===== src/design/eeprom_cmd_params.svh =====
/*
  Constants of the serial-EEPROM access command: byte positions of the
  slave transfer, command-byte field positions, code-field layout and counts.
  Assumes inclusion by bare name from any file that needs one of them.
*/
`ifndef EEPROM_CMD_PARAMS_SVH
`define EEPROM_CMD_PARAMS_SVH

// ==========================================================================
// byte positions after the slave address
`define POS_CODE 3'h0
`define POS_COUNT 3'h1
`define POS_CMD 3'h2
`define POS_BUSADR 3'h3
`define POS_LOW 3'h4
`define POS_HIGH 3'h5
`define POS_DATA 3'h6
`define POS_LIMIT 3'h7

// ==========================================================================
// command byte fields
`define CMD_OP_BIT 0
`define CMD_OVR_BIT 1
`define CMD_NACK_BIT 3
`define CMD_ARB_BIT 4
`define CMD_COND_BIT 5

// ==========================================================================
// slave command code layout: function in the low bits, block flag on top
`define CODE_FUNC_MSB 2
`define CODE_EE_FUNC 3'h1
`define CODE_BLOCK_BIT 7

// ==========================================================================
// counts and reset values
`define RD_BYTE_COUNT 8'h05
`define ARB_LOSS_LIMIT 16
`define ERR_FLAGS_RESET 3'h0

`endif


===== src/design/eeprom_cmd_pkg.sv =====
/*
  Types shared by the EEPROM access command block and its byte engine.
  Assumes nothing beyond a SystemVerilog compiler.
*/
package eeprom_cmd_pkg;
  // byte engine states
  typedef enum logic [2:0] {ENG_IDLE, ENG_RX, ENG_ACK, ENG_TX, ENG_TXACK} engine_state_t;
  // position of a byte within the slave transfer
  typedef logic [2:0] byte_pos_t;
endpackage


===== src/design/slave_byte_if.sv =====
/*
  Byte-level carrier between the command parser and the slave byte engine.
  Assumes both ends run on the same core clock.
*/
`timescale 1ns/1ps
interface slave_byte_if;
  logic scl;
  logic sda;
  logic start;
  logic stop;
  logic addr_valid;
  logic addr_read;
  logic rx_valid;
  logic [7:0] rx_data;
  logic tx_take;
  logic [7:0] tx_data;
  modport engine(input scl, sda, tx_data,
                 output start, stop, addr_valid, addr_read, rx_valid, rx_data, tx_take);
  modport parser(output scl, sda, tx_data,
                 input start, stop, addr_valid, addr_read, rx_valid, rx_data, tx_take);
endinterface


===== src/design/eeprom_access_cmd.sv =====
/*
  Serial-EEPROM access command interpreter behind the slave SMBus port.
  It parses the command bytes, launches one-byte EEPROM reads and writes on
  the master SMBus engine, and returns data and error flags to the host.
  Assumes a master SMBus engine on i_clk that reports its events as pulses,
  and that the slave SMBus pins arrive asynchronously.
*/
// Functional notes
// - first byte after slave address is the command code identifying EEPROM access.
// - byte count present only in block transfers; byte and word forms skip it.
// - returned byte count gives the following bytes, status byte included.
// - position two is the command byte: operation, override and error flags.
// - position three is the EEPROM bus address, used only under override.
// - positions four and five are low and high EEPROM byte address.
// - position six is data: written by host, returned by device on read.
// - command bit zero: zero writes the EEPROM, one reads it.
// - command bit one selects supplied address, else configured EEPROM address.
// - command bit three flags unexpected master-bus nack; reading clears it.
// - command bit four flags sixteen consecutive lost arbitrations; read clears.
// - command bit five flags misplaced start or stop; reading clears it.
// - the three flags behave like the master bus status flags.
`timescale 1ns/1ps
`include "eeprom_cmd_params.svh"
module eeprom_access_cmd #(
  parameter int ARB_LOSS_LIMIT = `ARB_LOSS_LIMIT
) (
  // clock and reset
  input wire logic i_clk,
  input wire logic i_rst_n,
  // slave smbus pins, data is open drain
  input wire logic i_scl,
  input wire logic i_sda,
  output logic o_sda_out,
  output logic o_sda_oe,
  // configuration
  input wire logic [6:0] i_slave_addr,
  input wire logic [6:0] i_configured_eeprom_address,
  // request to the master smbus engine
  output logic o_ee_req,
  output logic o_ee_read,
  output logic [6:0] o_ee_dev_addr,
  output logic [15:0] o_ee_byte_addr,
  output logic [7:0] o_ee_wdata,
  // completion and events from the master smbus engine
  input wire logic i_ee_done,
  input wire logic [7:0] i_ee_rdata,
  input wire logic i_ee_nack,
  input wire logic i_ee_arb_lost,
  input wire logic i_ee_arb_won,
  input wire logic i_ee_bus_cond_err,
  // status
  output logic o_busy,
  output logic o_nack_error_flag,
  output logic o_arbitration_lost_flag,
  output logic o_bus_condition_error_flag
);
  localparam int ARB_W = $clog2(ARB_LOSS_LIMIT + 1);

  slave_byte_if bus ();

  // ==========================================================================
  // pin synchronisers
  logic scl_meta, scl_sync, sda_meta, sda_sync;

  // two flops on each pin; the first flop is read only by the second
  always_ff @(posedge i_clk or negedge i_rst_n) begin
    if (!i_rst_n) begin
      scl_meta <= 1'b1;
      scl_sync <= 1'b1;
      sda_meta <= 1'b1;
      sda_sync <= 1'b1;
    end else begin
      scl_meta <= i_scl;
      scl_sync <= scl_meta;
      sda_meta <= i_sda;
      sda_sync <= sda_meta;
    end
  end

  assign bus.scl = scl_sync;
  assign bus.sda = sda_sync;
  assign o_sda_out = 1'b0; // open drain: only ever pulls low

  // ==========================================================================
  // byte engine
  smbus_slave_engine engine (
    .i_clk(i_clk),
    .i_rst_n(i_rst_n),
    .i_slave_addr(i_slave_addr),
    .bus(bus.engine),
    .o_sda_oe(o_sda_oe)
  );

  // ==========================================================================
  // parsed command state
  eeprom_cmd_pkg::byte_pos_t rx_pos, tx_pos;
  logic [7:0] slave_command_code, block_byte_count;
  logic read_write_select, address_override, in_write;
  logic [7:0] eeprom_bus_address, eeprom_byte_addr_low, eeprom_byte_addr_high;
  logic [7:0] wdata, rdata;
  logic [2:0] err_flags;
  logic [ARB_W-1:0] arb_cnt;

  // command code decode
  wire code_is_ee = (slave_command_code[`CODE_FUNC_MSB:0] == `CODE_EE_FUNC);
  wire block_mode = slave_command_code[`CODE_BLOCK_BIT];
  wire new_block = bus.rx_data[`CODE_BLOCK_BIT];

  // position that follows the command code: the count only in block form
  wire eeprom_cmd_pkg::byte_pos_t after_code = new_block ? `POS_COUNT : `POS_CMD;
  wire eeprom_cmd_pkg::byte_pos_t read_start = block_mode ? `POS_COUNT : `POS_CMD;

  // next receive and transmit positions, saturating so surplus bytes fall away harmlessly
  wire eeprom_cmd_pkg::byte_pos_t rx_pos_inc = (rx_pos == `POS_LIMIT) ? rx_pos : rx_pos + 3'h1;
  wire eeprom_cmd_pkg::byte_pos_t tx_pos_inc = (tx_pos == `POS_LIMIT) ? tx_pos : tx_pos + 3'h1;

  // per-position write strobes for an accepted byte
  wire rx_code = bus.rx_valid && in_write && (rx_pos == `POS_CODE);
  wire rx_count = bus.rx_valid && in_write && (rx_pos == `POS_COUNT);
  wire rx_cmd = bus.rx_valid && in_write && (rx_pos == `POS_CMD);
  wire rx_busadr = bus.rx_valid && in_write && (rx_pos == `POS_BUSADR);
  wire rx_low = bus.rx_valid && in_write && (rx_pos == `POS_LOW);
  wire rx_high = bus.rx_valid && in_write && (rx_pos == `POS_HIGH);
  wire rx_data = bus.rx_valid && in_write && (rx_pos == `POS_DATA);

  // ==========================================================================
  // launch decision at stop
  // a read needs bytes through the upper address, a write also needs data
  wire enough_read = (rx_pos > `POS_HIGH);
  wire enough_write = (rx_pos > `POS_DATA);
  wire enough = read_write_select ? enough_read : enough_write;
  wire launch = bus.stop && in_write && code_is_ee && enough && !o_busy;

  // override takes the left-justified address; bit zero is dropped
  wire [6:0] target_addr = address_override ? eeprom_bus_address[7:1]
                                            : i_configured_eeprom_address;

  // ==========================================================================
  // read-back byte selection
  // reserved bits seven, six and two read back as zero
  wire [7:0] cmd_byte = {2'b00, err_flags, 1'b0, address_override, read_write_select};
  logic [7:0] tx_sel;

  // mux the byte at the current transmit position
  always_comb begin
    unique case (tx_pos)
      `POS_COUNT: tx_sel = `RD_BYTE_COUNT;
      `POS_CMD: tx_sel = cmd_byte;
      `POS_BUSADR: tx_sel = eeprom_bus_address;
      `POS_LOW: tx_sel = eeprom_byte_addr_low;
      `POS_HIGH: tx_sel = eeprom_byte_addr_high;
      `POS_DATA: tx_sel = rdata;
      default: tx_sel = 8'h00;
    endcase
  end

  assign bus.tx_data = tx_sel;

  // the command byte being taken by the engine is what clears the flags
  wire flags_read = bus.tx_take && (tx_pos == `POS_CMD);

  // ==========================================================================
  // positions and transaction direction
  always_ff @(posedge i_clk or negedge i_rst_n) begin
    if (!i_rst_n) begin
      rx_pos <= `POS_CODE;
      tx_pos <= `POS_CODE;
      in_write <= 1'b0;
    end else begin
      if (bus.addr_valid) begin
        in_write <= ~bus.addr_read;
        rx_pos <= `POS_CODE;
        tx_pos <= read_start;
      end else if (bus.start) begin
        in_write <= 1'b0;
      end else begin
        if (rx_code) rx_pos <= after_code;
        else if (bus.rx_valid && in_write) rx_pos <= rx_pos_inc;
        if (bus.tx_take) tx_pos <= tx_pos_inc;
      end
    end
  end

  // ==========================================================================
  // command field capture; error bits written by the host are ignored
  always_ff @(posedge i_clk or negedge i_rst_n) begin
    if (!i_rst_n) begin
      slave_command_code <= 8'h00;
      block_byte_count <= 8'h00;
      read_write_select <= 1'b0;
      address_override <= 1'b0;
      eeprom_bus_address <= 8'h00;
      eeprom_byte_addr_low <= 8'h00;
      eeprom_byte_addr_high <= 8'h00;
      wdata <= 8'h00;
    end else begin
      if (rx_code) slave_command_code <= bus.rx_data;
      if (rx_count) block_byte_count <= bus.rx_data;
      if (rx_cmd) begin
        read_write_select <= bus.rx_data[`CMD_OP_BIT];
        address_override <= bus.rx_data[`CMD_OVR_BIT];
      end
      if (rx_busadr) eeprom_bus_address <= bus.rx_data;
      if (rx_low) eeprom_byte_addr_low <= bus.rx_data;
      if (rx_high) eeprom_byte_addr_high <= bus.rx_data;
      if (rx_data) wdata <= bus.rx_data;
    end
  end

  // ==========================================================================
  // master request and completion
  // the request fields are held stable while busy, so the engine may sample them late; o_ee_req itself pulses for one cycle
  always_ff @(posedge i_clk or negedge i_rst_n) begin
    if (!i_rst_n) begin
      o_ee_req <= 1'b0;
      o_ee_read <= 1'b0;
      o_ee_dev_addr <= 7'h00;
      o_ee_byte_addr <= 16'h0000;
      o_ee_wdata <= 8'h00;
      o_busy <= 1'b0;
      rdata <= 8'h00;
    end else begin
      o_ee_req <= launch;
      if (launch) begin
        o_ee_read <= read_write_select;
        o_ee_dev_addr <= target_addr;
        o_ee_byte_addr <= {eeprom_byte_addr_high, eeprom_byte_addr_low};
        o_ee_wdata <= wdata;
        o_busy <= 1'b1;
      end else if (i_ee_done) begin
        o_busy <= 1'b0;
      end
      if (i_ee_done && o_busy && o_ee_read) rdata <= i_ee_rdata;
    end
  end

  // ==========================================================================
  // consecutive arbitration losses
  // a won arbitration or a fresh request restarts the run
  wire arb_limit_hit = i_ee_arb_lost && (arb_cnt == ARB_W'(ARB_LOSS_LIMIT - 1));

  always_ff @(posedge i_clk or negedge i_rst_n) begin
    if (!i_rst_n) begin
      arb_cnt <= '0;
    end else if (launch || i_ee_arb_won) begin
      arb_cnt <= '0;
    end else if (i_ee_arb_lost && arb_cnt != ARB_W'(ARB_LOSS_LIMIT)) begin
      arb_cnt <= arb_cnt + ARB_W'(1);
    end
  end

  // ==========================================================================
  // read-clear error flags, bit order nack, arbitration, bus condition
  // an event in the clearing cycle survives, matching the master status flags
  wire [2:0] err_set = {i_ee_bus_cond_err, arb_limit_hit, i_ee_nack};

  genvar g;
  generate
    for (g = 0; g < 3; g++) begin : g_err
      always_ff @(posedge i_clk or negedge i_rst_n) begin
        if (!i_rst_n) begin
          err_flags[g] <= 1'(`ERR_FLAGS_RESET >> g);
        end else begin
          err_flags[g] <= err_set[g] | (err_flags[g] & ~flags_read);
        end
      end
    end
  endgenerate

  assign o_nack_error_flag = err_flags[0];
  assign o_arbitration_lost_flag = err_flags[1];
  assign o_bus_condition_error_flag = err_flags[2];
endmodule


===== src/design/smbus_slave_engine.sv =====
/*
  Slave SMBus byte engine: conditions, address match, byte receive with ack,
  byte transmit with host ack.
  Assumes scl and sda in the interface are already synchronised to i_clk.
*/
`timescale 1ns/1ps
module smbus_slave_engine (
  // clock and reset
  input wire logic i_clk,
  input wire logic i_rst_n,
  // configuration
  input wire logic [6:0] i_slave_addr,
  // byte side
  slave_byte_if.engine bus,
  // open-drain data enable
  output logic o_sda_oe
);
  eeprom_cmd_pkg::engine_state_t state;
  logic scl_d, sda_d, first, reading, got_byte, addr_valid, rx_valid, tx_take;
  logic [2:0] bit_cnt;
  logic [7:0] shreg, rx_data;
  logic scl_rise, scl_fall, start_cond, stop_cond, addr_hit;
  logic [7:0] next_shreg;

  // ==========================================================================
  // edge and condition decode
  assign scl_rise = bus.scl & ~scl_d;
  assign scl_fall = ~bus.scl & scl_d;
  assign start_cond = bus.scl & scl_d & sda_d & ~bus.sda;
  assign stop_cond = bus.scl & scl_d & ~sda_d & bus.sda;
  assign next_shreg = {shreg[6:0], bus.sda};
  assign addr_hit = (next_shreg[7:1] == i_slave_addr);
  assign bus.start = start_cond;
  assign bus.stop = stop_cond;
  assign bus.addr_valid = addr_valid;
  assign bus.addr_read = reading;
  assign bus.rx_valid = rx_valid;
  assign bus.rx_data = rx_data;
  assign bus.tx_take = tx_take;

  // ==========================================================================
  // bit sequencing; a start anywhere restarts, so a lost frame self-heals
  always_ff @(posedge i_clk or negedge i_rst_n) begin
    if (!i_rst_n) begin
      state <= eeprom_cmd_pkg::ENG_IDLE;
      scl_d <= 1'b1;
      sda_d <= 1'b1;
      first <= 1'b0;
      reading <= 1'b0;
      got_byte <= 1'b0;
      addr_valid <= 1'b0;
      rx_valid <= 1'b0;
      tx_take <= 1'b0;
      bit_cnt <= 3'h0;
      shreg <= 8'h00;
      rx_data <= 8'h00;
      o_sda_oe <= 1'b0;
    end else begin
      scl_d <= bus.scl;
      sda_d <= bus.sda;
      addr_valid <= 1'b0;
      rx_valid <= 1'b0;
      tx_take <= 1'b0;
      if (start_cond) begin
        state <= eeprom_cmd_pkg::ENG_RX;
        bit_cnt <= 3'h0;
        first <= 1'b1;
        got_byte <= 1'b0;
        o_sda_oe <= 1'b0;
      end else if (stop_cond) begin
        state <= eeprom_cmd_pkg::ENG_IDLE;
        o_sda_oe <= 1'b0;
      end else begin
        unique case (state)
          eeprom_cmd_pkg::ENG_IDLE: begin
          end
          eeprom_cmd_pkg::ENG_RX: begin
            if (scl_rise) begin
              shreg <= next_shreg;
              bit_cnt <= bit_cnt + 3'h1;
              if (bit_cnt == 3'h7) begin
                got_byte <= 1'b1;
                if (first) begin
                  reading <= bus.sda;
                  addr_valid <= addr_hit;
                  if (!addr_hit) state <= eeprom_cmd_pkg::ENG_IDLE;
                end else begin
                  rx_valid <= 1'b1;
                  rx_data <= next_shreg;
                end
              end
            end else if (scl_fall && got_byte) begin
              got_byte <= 1'b0;
              first <= 1'b0;
              state <= eeprom_cmd_pkg::ENG_ACK;
              o_sda_oe <= 1'b1; // ack every byte we accept
            end
          end
          eeprom_cmd_pkg::ENG_ACK: begin
            if (scl_fall) begin
              bit_cnt <= 3'h0;
              if (reading) begin
                state <= eeprom_cmd_pkg::ENG_TX;
                shreg <= bus.tx_data;
                tx_take <= 1'b1;
                o_sda_oe <= ~bus.tx_data[7];
              end else begin
                state <= eeprom_cmd_pkg::ENG_RX;
                o_sda_oe <= 1'b0;
              end
            end
          end
          eeprom_cmd_pkg::ENG_TX: begin
            if (scl_fall) begin
              bit_cnt <= bit_cnt + 3'h1;
              shreg <= {shreg[6:0], 1'b0};
              o_sda_oe <= (bit_cnt == 3'h7) ? 1'b0 : ~shreg[6];
              if (bit_cnt == 3'h7) state <= eeprom_cmd_pkg::ENG_TXACK;
            end
          end
          eeprom_cmd_pkg::ENG_TXACK: begin
            // host nack ends the read; the engine then waits for stop
            if (scl_rise) begin
              state <= bus.sda ? eeprom_cmd_pkg::ENG_IDLE : eeprom_cmd_pkg::ENG_ACK;
            end
          end
        endcase
      end
    end
  end
endmodule


===== config.mk =====
export PLATFORM = sky130hd
export DESIGN_NAME = eeprom_access_cmd
export DESIGN_NICKNAME = d
export VERILOG_FILES = /design/src/design/eeprom_cmd_pkg.sv /design/src/design/slave_byte_if.sv /design/src/design/eeprom_access_cmd.sv /design/src/design/smbus_slave_engine.sv
export VERILOG_INCLUDE_DIRS = /design/src /design/src/design
export SDC_FILE = /design/constraint.sdc
export NUM_CORES = 1
export LEC_CHECK = 0
export ABC_CLOCK_PERIOD_IN_PS = 4150
export BUFFER_PORTS_ARGS = -buffer_cell sky130_fd_sc_hd__buf_4
export CAP_MARGIN = 0
export CORE_MARGIN = 4
export CORE_UTILIZATION = 51
export CTS_CLUSTER_DIAMETER = 200
export CTS_CLUSTER_SIZE = 20
export DETAILED_ROUTE_END_ITERATION = 8
export PLACE_DENSITY_LB_ADDON = 0.05
export SLEW_MARGIN = 20
export SYNTH_ARGS = -nofsm -noshare
export SYNTH_HDL_FRONTEND = slang
export SYNTH_SLANG_ARGS = --single-unit
export TNS_END_PERCENT = 10

===== constraint.sdc =====
create_clock -name i_clk -period 4.15 [get_ports i_clk]
set_input_delay 0.2075 -clock i_clk [delete_from_list [all_inputs] [get_ports i_clk]]
set_output_delay 0.2075 -clock i_clk [all_outputs]
set_load 0.005 [all_outputs]

**Word-level counts from Yosys, hierarchy flattened**

Index checks and enable logic that the tools add are counted.

- Register bits after elaboration: 133

- Bitwise operators: 24
- Eq/ne operators: 45
- Reductions and logical operators: 42
- Order comparisons: 2
- Multiplexer cells: 81
- Add/sub/neg operators: 4

Operators with widths:

| kind | number |
|---|---|
| $mux W3 | 25 |
| $pmux W8 S6 | 1 |
| $mux W1 | 40 |
| $mux W7 | 5 |
| $eq A3 B3 Y1 const B | 10 |
| $pmux W7 S3 | 1 |
| $ne A4 B3 Y1 const B | 5 |
| $eq A3 B2 Y1 const B | 6 |
| $logic_and A1 B1 Y1 | 17 |
| $ne A5 B5 Y1 const B | 3 |
| $ne A2 B1 Y1 const B | 6 |
| $ne A3 B2 Y1 const B | 4 |
| $pmux W3 S4 | 1 |
| $reduce_and A6 Y1 | 2 |
| $reduce_bool A2 Y1 | 6 |
| $not A1 Y1 | 11 |
| $and A1 B1 Y1 | 10 |
| $mux W5 | 2 |
| $reduce_and A5 Y1 | 2 |
| $add A3 B1 Y3 const B | 3 |
| $eq A3 B1 Y1 const B | 3 |
| $pmux W3 S3 | 1 |
| $reduce_and A9 Y1 | 1 |
| $reduce_bool A3 Y1 | 3 |
| 21 further kinds | 30 |

**Logic depth before layout (Yosys ltp)**

Gate-level depths: netlist of run 1.

- Depth in word-level cells: 9
- Gate-level depth with buffers: 8
- Gate-level depth less buffers: 7

**By module**

A second synthesis of run 1 with hierarchy kept.

- Cell total of the unflattened synthesis: 466
- Area, all modules: 6,037.0 um^2

Modules (own cells, without submodules):

| module | area an instance (um^2) | instances | cells each |
|---|---|---|---|
| eeprom_access_cmd | 4,398.0 | 1 | 316 |
| smbus_slave_engine | 1,639.1 | 1 | 150 |

**Worst setup path before layout of run 1**

No wires, ideal clock.

- Kind: reg-to-reg
- Start point: reg tx_pos[2]
- End point: reg engine.shreg[1]
- Arrival time: 1.867 ns
- Cell stages (with the launch flop): 8
- Clock period less this slack: 1.993 ns
- Slack: 2.157 ns
- Cells stage by stage: dfrtp_1 > clkinv_1 > ha_1 > clkbuf_1 > a2111oi_0 > nor2_1 > a22oi_1 > a21oi_1

- Longest elaborated chain between the ends: 5

RTL lines:

| element | RTL line | RTL |
|---|---|---|
| start, declared | eeprom_access_cmd.sv:96 | `eeprom_cmd_pkg::byte_pos_t rx_pos, tx_pos;` |
| start signal, assigned | eeprom_access_cmd.sv:167 | `` tx_pos <= `POS_CODE; `` |
| start signal, assigned | eeprom_access_cmd.sv:173 | `tx_pos <= read_start;` |
| start signal, assigned | eeprom_access_cmd.sv:179 | `if (bus.tx_take) tx_pos <= tx_pos_inc;` |
| $eq A3 B3 Y1, or another cell as far along | eeprom_access_cmd.sv:146 | `unique case (tx_pos)` |
| $pmux W8 S6 * | eeprom_access_cmd.sv:146 |  |
| $mux W7 * | smbus_slave_engine.sv:102 | `if (reading) begin` |
| $mux W7 * | smbus_slave_engine.sv:100 | `if (scl_fall) begin` |
| $pmux W7 S3 * | smbus_slave_engine.sv:74 | `unique case (state)` |
| end signal, assigned | smbus_slave_engine.sv:79 | `shreg <= next_shreg;` |
| end signal, assigned | smbus_slave_engine.sv:104 | `shreg <= bus.tx_data;` |
| end signal, assigned | smbus_slave_engine.sv:116 | `shreg <= {shreg[6:0], 1'b0};` |
| end, declared | smbus_slave_engine.sv:21 | `logic [7:0] shreg, rx_data;` |

Every way passes the cells marked *; elsewhere a longest branch is shown, timed or not. The select of a mux whose other input is x is not followed.
A chain may end at the register's enable or synchronous reset.

**Worst setup path in the final report of run 1**

- Start point: reg tx_pos[2]
- End point: reg engine.shreg[6]

Same word-level chain as after synthesis.

==> results of run 1 <==
## timing repair
action / 4_1_cts / 5_1_grt
resized for setup: 0 / 0
hold buffers: 7 / 0
hold endpoints to repair: 59 / 0
## cells by family after synthesis
logic type / synth area share (%)
flops: 55.76
buf+inv: 2.544
simple gates: 14.47
compound gates: 9.681
fa+ha+maj: 3.665
mux: 12.01
xor+xnor: 1.811
other cells: 0.06462
## power by group through the flow
stage	clock, mW	sequential [mW]	combinational [mW]
final	1.54	1.47	0.417
after global routing	1.61	1.48	0.481
after CTS	1.56	1.47	0.419
after detailed placement	0	1.49	0.412
after global placement	0	1.48	0.397
after floorplan	0	1.43	0.326
## final cells by class
| cell class | count | share of cell area, % |
|---|---|---|
| flip-flops and latches | 129 | 45.48 |
| multi-input cells | 368 | 34.10 |
| inverters | 14 | 0.7387 |
| clock buffers | 20 | 6.419 |
| repair buffers | 79 | 8.582 |
| clock inverters | 12 | 2.216 |
| well taps | 140 | 2.462 |
## synth_stat cells (all sizes together), types with 4 or more instances
cell    instances
dfrtp         123
nand2         122
mux2           53
nor2           25
a21oi          20
o21ai          19
ha             17
inv            13
a22oi          12
clkbuf         12
buf            10
mux2i          10
xor2            9
nor3            8
a222oi          7
nand3           7
dfstp           6
nand2b          5
a21o            4
nand4           4
## layer usage
| layer | up-vias | wire length [microns] |
|---|---|---|
| met5 | - | 0 |
| met3 | 18 | 599 |
| met1 | 2089 | 5843 |
| met2 | 89 | 6961 |
| met4 | 0 | 211 |
| li1 | 2003 | - |
## layout by cell type, fill, tap and decap left out, types with 7 or more instances in the layout
cell type / netlist / layout
o21ai_1: 7 / 7
xor2_1: 9 / 9
clkbuf_16: 0 / 17
o21ai_0: 12 / 12
mux2_2: 52 / 52
a22oi_1: 12 / 12
dlygate4sd3_1: 0 / 7
a21oi_1: 20 / 20
a222oi_1: 7 / 7
inv_1: 13 / 13
nand2_1: 122 / 122
nor2_1: 25 / 25
buf_4: 1 / 72
mux2i_1: 10 / 10
nand3_1: 7 / 7
ha_1: 17 / 17
nor3_1: 8 / 8
dfrtp_1: 123 / 123
## flip-flops by register name, indices dropped and copies added (netlist names), 3 cells and up
signal                 cells
o_ee_byte_addr            16
eeprom_bus_address         8
eeprom_byte_addr_high      8
eeprom_byte_addr_low       8
engine.bus.rx_data         8
o_ee_wdata                 8
rdata                      8
wdata                      8
engine.shreg               7
o_ee_dev_addr              7
arb_cnt                    5
slave_command_code         4
engine.bit_cnt             3
engine.state               3
rx_pos                     3
tx_pos                     3
## critical path, delay by kind of cell (launching register included)
kind	cells	cell delay (ns)
DFF	1	0.45
AOI/OAI and AO/OA	3	0.89
and+or+nand+nor	1	0.23
buffers and inverters	1	0.26
adders and majority gates	1	0.39
## metrics by stage
stage	utilization (%)	cell area (sq um)
after global placement	58.54	6430
final	64.78	7114
after global routing	64.78	7114
after detailed placement	58.54	6430
after floorplan	-	5803
after CTS	64.78	7114
## worst paths after layout
path,startpoint,slack (ns),endpoint,cells after the start
worst max register to register,tx_pos[2]$_DFFE_PN0P_,1.80,engine.shreg[6]$_DFFE_PN0P_,6
worst min-delay path,i_ee_rdata[5],0.02,rdata[5]$_DFFE_PN0P_,2
min in group asynchronous,i_rst_n,0.38,o_ee_dev_addr[4]$_DFFE_PN0P_,2
worst max-delay path,tx_pos[2]$_DFFE_PN0P_,1.80,engine.shreg[6]$_DFFE_PN0P_,6
max in group asynchronous,i_rst_n,2.78,engine.state[0]$_DFFE_PN0P_,3
worst min register to register,scl_meta$_DFF_PN1_,0.36,bus.scl$_DFF_PN1_,0
==> reports/results.ini, run 1 <==
[grt]
grt_overflow=0
grt_antenna_before_repair=0
grt_max_degree=58
gr-usage-met2_pct=38.46
grt_pass1_vias=4389
globalRoute.busiestLayer=met2
grt_util_met3_pct=5.655
use_met1_pct=28.25
grt.total_usage_pct=22.61
grt_pass1_wl_microns=22760

[floorplanning]
rows=38
die_area_sq_um=13150
die_w_microns=114.7
io_pins=70
die_h_microns=114.7
initial_utilization_pct=52.84
core_area_sq_um=10980

[sta]
clock_skew_ns=0.008833
slew_viol_final=0
setup_ws_ns=1.800
max_slew_margin_pct=52.92
max_freq_ghz=0.4256
fin_tns_setup_ns=0
layout_min_cycle_time_ns=2.350
timing.hold.ws_ns=0.02020
worstMarginPinSlew_ns=0.7062
rsz0062_at_grt=false
finalCritPeriodShare_pct=56.62
hold_viol=0
setup_viol_count_final=0

[clocking]
clock-root-buffer=clkbuf_16
postCtsSetupBuffers=0
cts_tree=done
cts.clk_slew.worst_paths_ns=0.06
numCtsBuffers=17
htreeDepth=4
insertion_delay_ns=0.41
cts.path.max_buffers=2
clock-sinks=129

[worst_hold_path]
hold_class=in2reg

[detailed_routing]
dr.pass1.iters=5
vias=4199
post-route-drc-count=0
drt_iter0_drc=244
vias_per_cell=5.510
ant_nets=0
drt-total-wl_microns=13620
wl_per_cell_microns=17.87

[setup_path]
cpPeakStageDelay_ns=0.57
cp_max_fo=9
end_kind=register
crit_type=reg2reg
start_kind=register
cp.arrival_ns=2.63
critPathSlowestCell=a2111oi_0
crit_chain=clkinv_1, ha_1, a2111oi_0, nor2_1, a22oi_1, a21oi_1
worstPathRequired_ns=4.43

[finish]
regArea_sq_um=3236
fin_cells=762
area_growth_pct=22.60
layout-drive-gt1-share_pct=26.37
nNetsFinal=657
fillers=881
multi_input_area_sq_um=2426
antenna_cells=0

[power_and_ir_drop]
sw_frac_of_total_pct=26.45
p_leak_nw=3.505
intPower_mw=2.516
power_mw=3.421
clockPowerShare_pct=44.9
pwr-share-seq_pct=42.9
ir_drop_mv=0.4363
pwr-share-comb_pct=12.2
p_sw_mw=0.9048
p_per_area_nw_per_um2=480.8

[synthesis]
synth_top_cell_area_share_pct=53.04
yosysTopAreaCell=dfrtp_1
synth-main-ff-cell=dfrtp_1
ys_top_cells_by_area=dfrtp_1, mux2_2, nand2_1
syn_inst=533
syn_avg_cell_area_sq_um=10.89
synth_seq_area_share_pct=55.76
syn_nets=581
synth_cell_type_count=53
ys_warn_count=0
ys_seq_elements=129
async_flop_share_pct=100.0
syn-cell-area_sq_um=5803
synth_edf_count=0

[job]
drv_cap=0

[placement]
gp_congestion=0.8884
port_buffers=68
place_inst=723
dpl.hpwl_microns=9600
place_ws_ns=1.859

[status]
status=completed

No activity file was read; power rests on OpenSTA's default activity.
==> run 2, diff against run 1 <==
--- a/config.mk
+++ b/config.mk
@@ -6,7 +6,8 @@
 export SDC_FILE = /design/constraint.sdc
 export NUM_CORES = 1
 export LEC_CHECK = 0
-export ABC_CLOCK_PERIOD_IN_PS = 4150
+export ABC_AREA = 1
+export ABC_CLOCK_PERIOD_IN_PS = 2140
 export BUFFER_PORTS_ARGS = -buffer_cell sky130_fd_sc_hd__buf_4
 export CAP_MARGIN = 0
 export CORE_MARGIN = 4
==> constraint.sdc (replaced) <==
create_clock -name i_clk -period 2.14 [get_ports i_clk]
set_input_delay 0.107 -clock i_clk [delete_from_list [all_inputs] [get_ports i_clk]]
set_output_delay 0.107 -clock i_clk [all_outputs]
set_load 0.005 [all_outputs]
==> reports/results.ini, run 2 <==
[synthesis]
syn_nets=740  ; +27%
synth_most_common_cell=nand2_1
synth_top_cell_area_share_pct=51.52  ; -1.5 points
ys_top_cells_by_area=dfrtp_1, nand2_1, o21ai_0
ys_top_cells_by_count=nand2_1, dfrtp_1, inv_1
syn_inst=692  ; +30%
syn-cell-area_sq_um=5974  ; +3.0%
synth_edf_count=0  ; unchanged
yosysTopAreaCell=dfrtp_1
synth_seq_area_share_pct=54.16  ; -1.6 points
async_flop_share_pct=100.0  ; unchanged
ys_seq_elements=129  ; unchanged
syn_avg_cell_area_sq_um=8.634  ; -21%
ys_warn_count=0  ; unchanged
synth-main-ff-cell=dfrtp_1
synth_cell_type_count=35  ; -34%

[setup_path]
cp.arrival_ns=2.09  ; -0.54 ns
start_kind=register
path_buf_inv=2  ; +1
critPathSlowestCell=dfrtp_1
cpPeakStageDelay_ns=0.41  ; -0.16 ns
crit_chain=inv_1, ha_1, nand2_1, nand3_1, nor4_1, nand2_2, buf_12, nand2_1, nor3_1
end_kind=register
crit_type=reg2reg
worstPathRequired_ns=2.43  ; -2.00 ns
path_common_cell=nand2_1
cp_max_fo=68  ; +59
critical-path-top-delay-family=simple AND/OR/NAND/NOR gates

[sta]
setup_viol_count_final=0  ; unchanged
finalCritPeriodShare_pct=84.08  ; +27 points
max_freq_ghz=0.5558  ; +31%
max_slew_margin_pct=61.75  ; +8.8 points
timing.hold.ws_ns=0.05245  ; +0.03225 ns
worstMarginPinSlew_ns=0.5693  ; -0.1369 ns
clock_skew_ns=0.003976  ; -0.004857 ns
slew_viol_final=0  ; unchanged
layout_min_cycle_time_ns=1.799  ; -0.5506 ns
hold_viol=0  ; unchanged
rsz0062_at_grt=false
setup_ws_ns=0.3407  ; -1.459 ns
fin_tns_setup_ns=0  ; unchanged

[grt]
grt_max_degree=69  ; +19%
grt_antenna_before_repair=0  ; unchanged
grt.total_usage_pct=23.11  ; +0.51 points
grt_overflow=0  ; unchanged
grt_pass1_wl_microns=23910  ; +5.0%
grt_pass1_vias=4791  ; +9.2%

[floorplanning]
core_area_sq_um=11420  ; +4.0%
die_w_microns=116.2  ; +1.4%
rows=39  ; +2.6%
die_h_microns=116.2  ; +1.4%
io_pins=70  ; unchanged
initial_utilization_pct=52.32  ; -0.51 points
die_area_sq_um=13510  ; +2.7%

[finish]
fillers=930  ; +5.6%
area_growth_pct=25.68
layout_commonest_cell=nand2_1
multi_input_area_sq_um=2278  ; -6.1%
regArea_sq_um=3236  ; unchanged
antenna_cells=0  ; unchanged
fin_cells=949  ; +25%
layout-drive-gt1-share_pct=17.12  ; -9.2 points
nNetsFinal=841  ; +28%
regMostFlops=o_ee_byte_addr
final_cell_mix=nand2_1, dfrtp_1, inv_1
largest_reg_flops=16  ; unchanged

[job]
drv_cap=0  ; unchanged

[power_and_ir_drop]
ir_drop_mv=0.6033  ; +38%
p_per_area_nw_per_um2=897.9  ; +87%
p_leak_nw=3.718  ; +6.1%
power_mw=6.742  ; +97%

[placement]
port_buffers=68  ; unchanged
dpl.hpwl_microns=10380  ; +8.1%
place_inst=894  ; +24%
gp_congestion=0.9034  ; +1.7%
place_ws_ns=0.3449  ; -1.514 ns

[detailed_routing]
ant_nets=0  ; unchanged
vias=4923  ; +17%
wl_per_cell_microns=15.12  ; -15%
dr.pass1.iters=5  ; unchanged
vias_per_cell=5.188  ; -5.9%
drt_iter0_drc=375  ; +54%
post-route-drc-count=0  ; unchanged
drt-total-wl_microns=14350  ; +5.4%

[clocking]
cts.clk_slew.worst_paths_ns=0.05  ; about the same
postCtsHoldBufs=23  ; +16
postCtsSetupBuffers=0  ; unchanged
insertion_delay_ns=0.41  ; about the same
post_cts_resized=0  ; unchanged
numCtsBuffers=17  ; unchanged
clock-root-buffer=clkbuf_16
cts_tree=done
cts.path.max_buffers=2  ; unchanged
htreeDepth=4  ; unchanged
clock-sinks=129  ; unchanged

[worst_hold_path]
hold_class=in2reg

[status]
status=completed

## run 2: cell types whose count changed after synthesis, sizes merged, moves of 14 or more
cell / before / now
nand2: 122 / 195
inv: 13 / 95
nand3: 7 / 28
nor2: 25 / 39
mux2: 53 / 12
o21ai: 19 / 111
## run 2: power by group
part	leakage (nW)	switching, mW	internal [mW]
clock network	0.301	1.03	1.98
registers	1.71	0.115	2.59
logic	1.71	0.661	0.373
## run 2: path summary, 6_finish.rpt
| kind | startpoint | to | slack, ns | cells past startpoint |
|---|---|---|---|---|
| max in group asynchronous | i_rst_n | arb_cnt[3]$_DFFE_PN0P_ | 1.13 | 3 |
| setup / recovery | rx_pos[0]$_DFFE_PN0P_ | arb_cnt[0]$_DFFE_PN0P_ | 0.34 | 9 |
| hold reg to reg | sda_meta$_DFF_PN1_ | bus.sda$_DFF_PN1_ | 0.35 | 0 |
| min in group asynchronous | i_rst_n | o_ee_wdata[2]$_DFFE_PN0P_ | 0.22 | 2 |
| setup reg to reg | rx_pos[0]$_DFFE_PN0P_ | arb_cnt[0]$_DFFE_PN0P_ | 0.34 | 9 |
| hold / removal | i_slave_addr[6] | engine.bus.addr_valid$_DFF_PN0_ | 0.05 | 4 |
## run 2: final cells by class
type / instances / area share [%]
clock buffers: 23 / 6.632
clock inverters: 9 / 1.700
inverters: 95 / 4.749
multi-input cells: 450 / 30.35
flip-flops and latches: 129 / 43.09
well taps: 143 / 2.383
repair buffers: 100 / 11.10
## run 2: layer usage
layer | part of all wire, % | GRT usage [%] | up-vias
li1 | - | - | 2414
met1 | 43 | 30.27 | 2331
met2 | 49 | 37.22 | 142
met3 | 5.0 | 4.922 | 36
met4 | 3.2 | 10.21 | 0
met5 | 0 | 0 | -
## run 2: cell families (layout without fill, tap and decap cells)
group / after synthesis / in the layout / synth area share [%]
compound gates: 131 / 131 / 11.46
xor+xnor: 2 / 2 / 0.2932
fa+ha+maj: 17 / 17 / 3.560
buf+inv: 113 / 227 / 7.749
flops: 129 / 129 / 54.16
mux: 19 / 19 / 3.435
other cells: 1 / 1 / 0.06277
simple gates: 280 / 280 / 19.29
## run 2: worst min-delay path: stages
cell and delay (ns):
buf_4 0.08, xnor2_1 0.06, nand3_1 0.09, nor3_1 0.08
## run 2: through the flow
step                      instance area [sq um]  utilization [%]
after floorplan                            5974                -
after global placement                     6653            58.26
after detailed placement                   6653            58.26
after CTS                                  7508            65.76
after global routing                       7508            65.76
final                                      7508            65.76
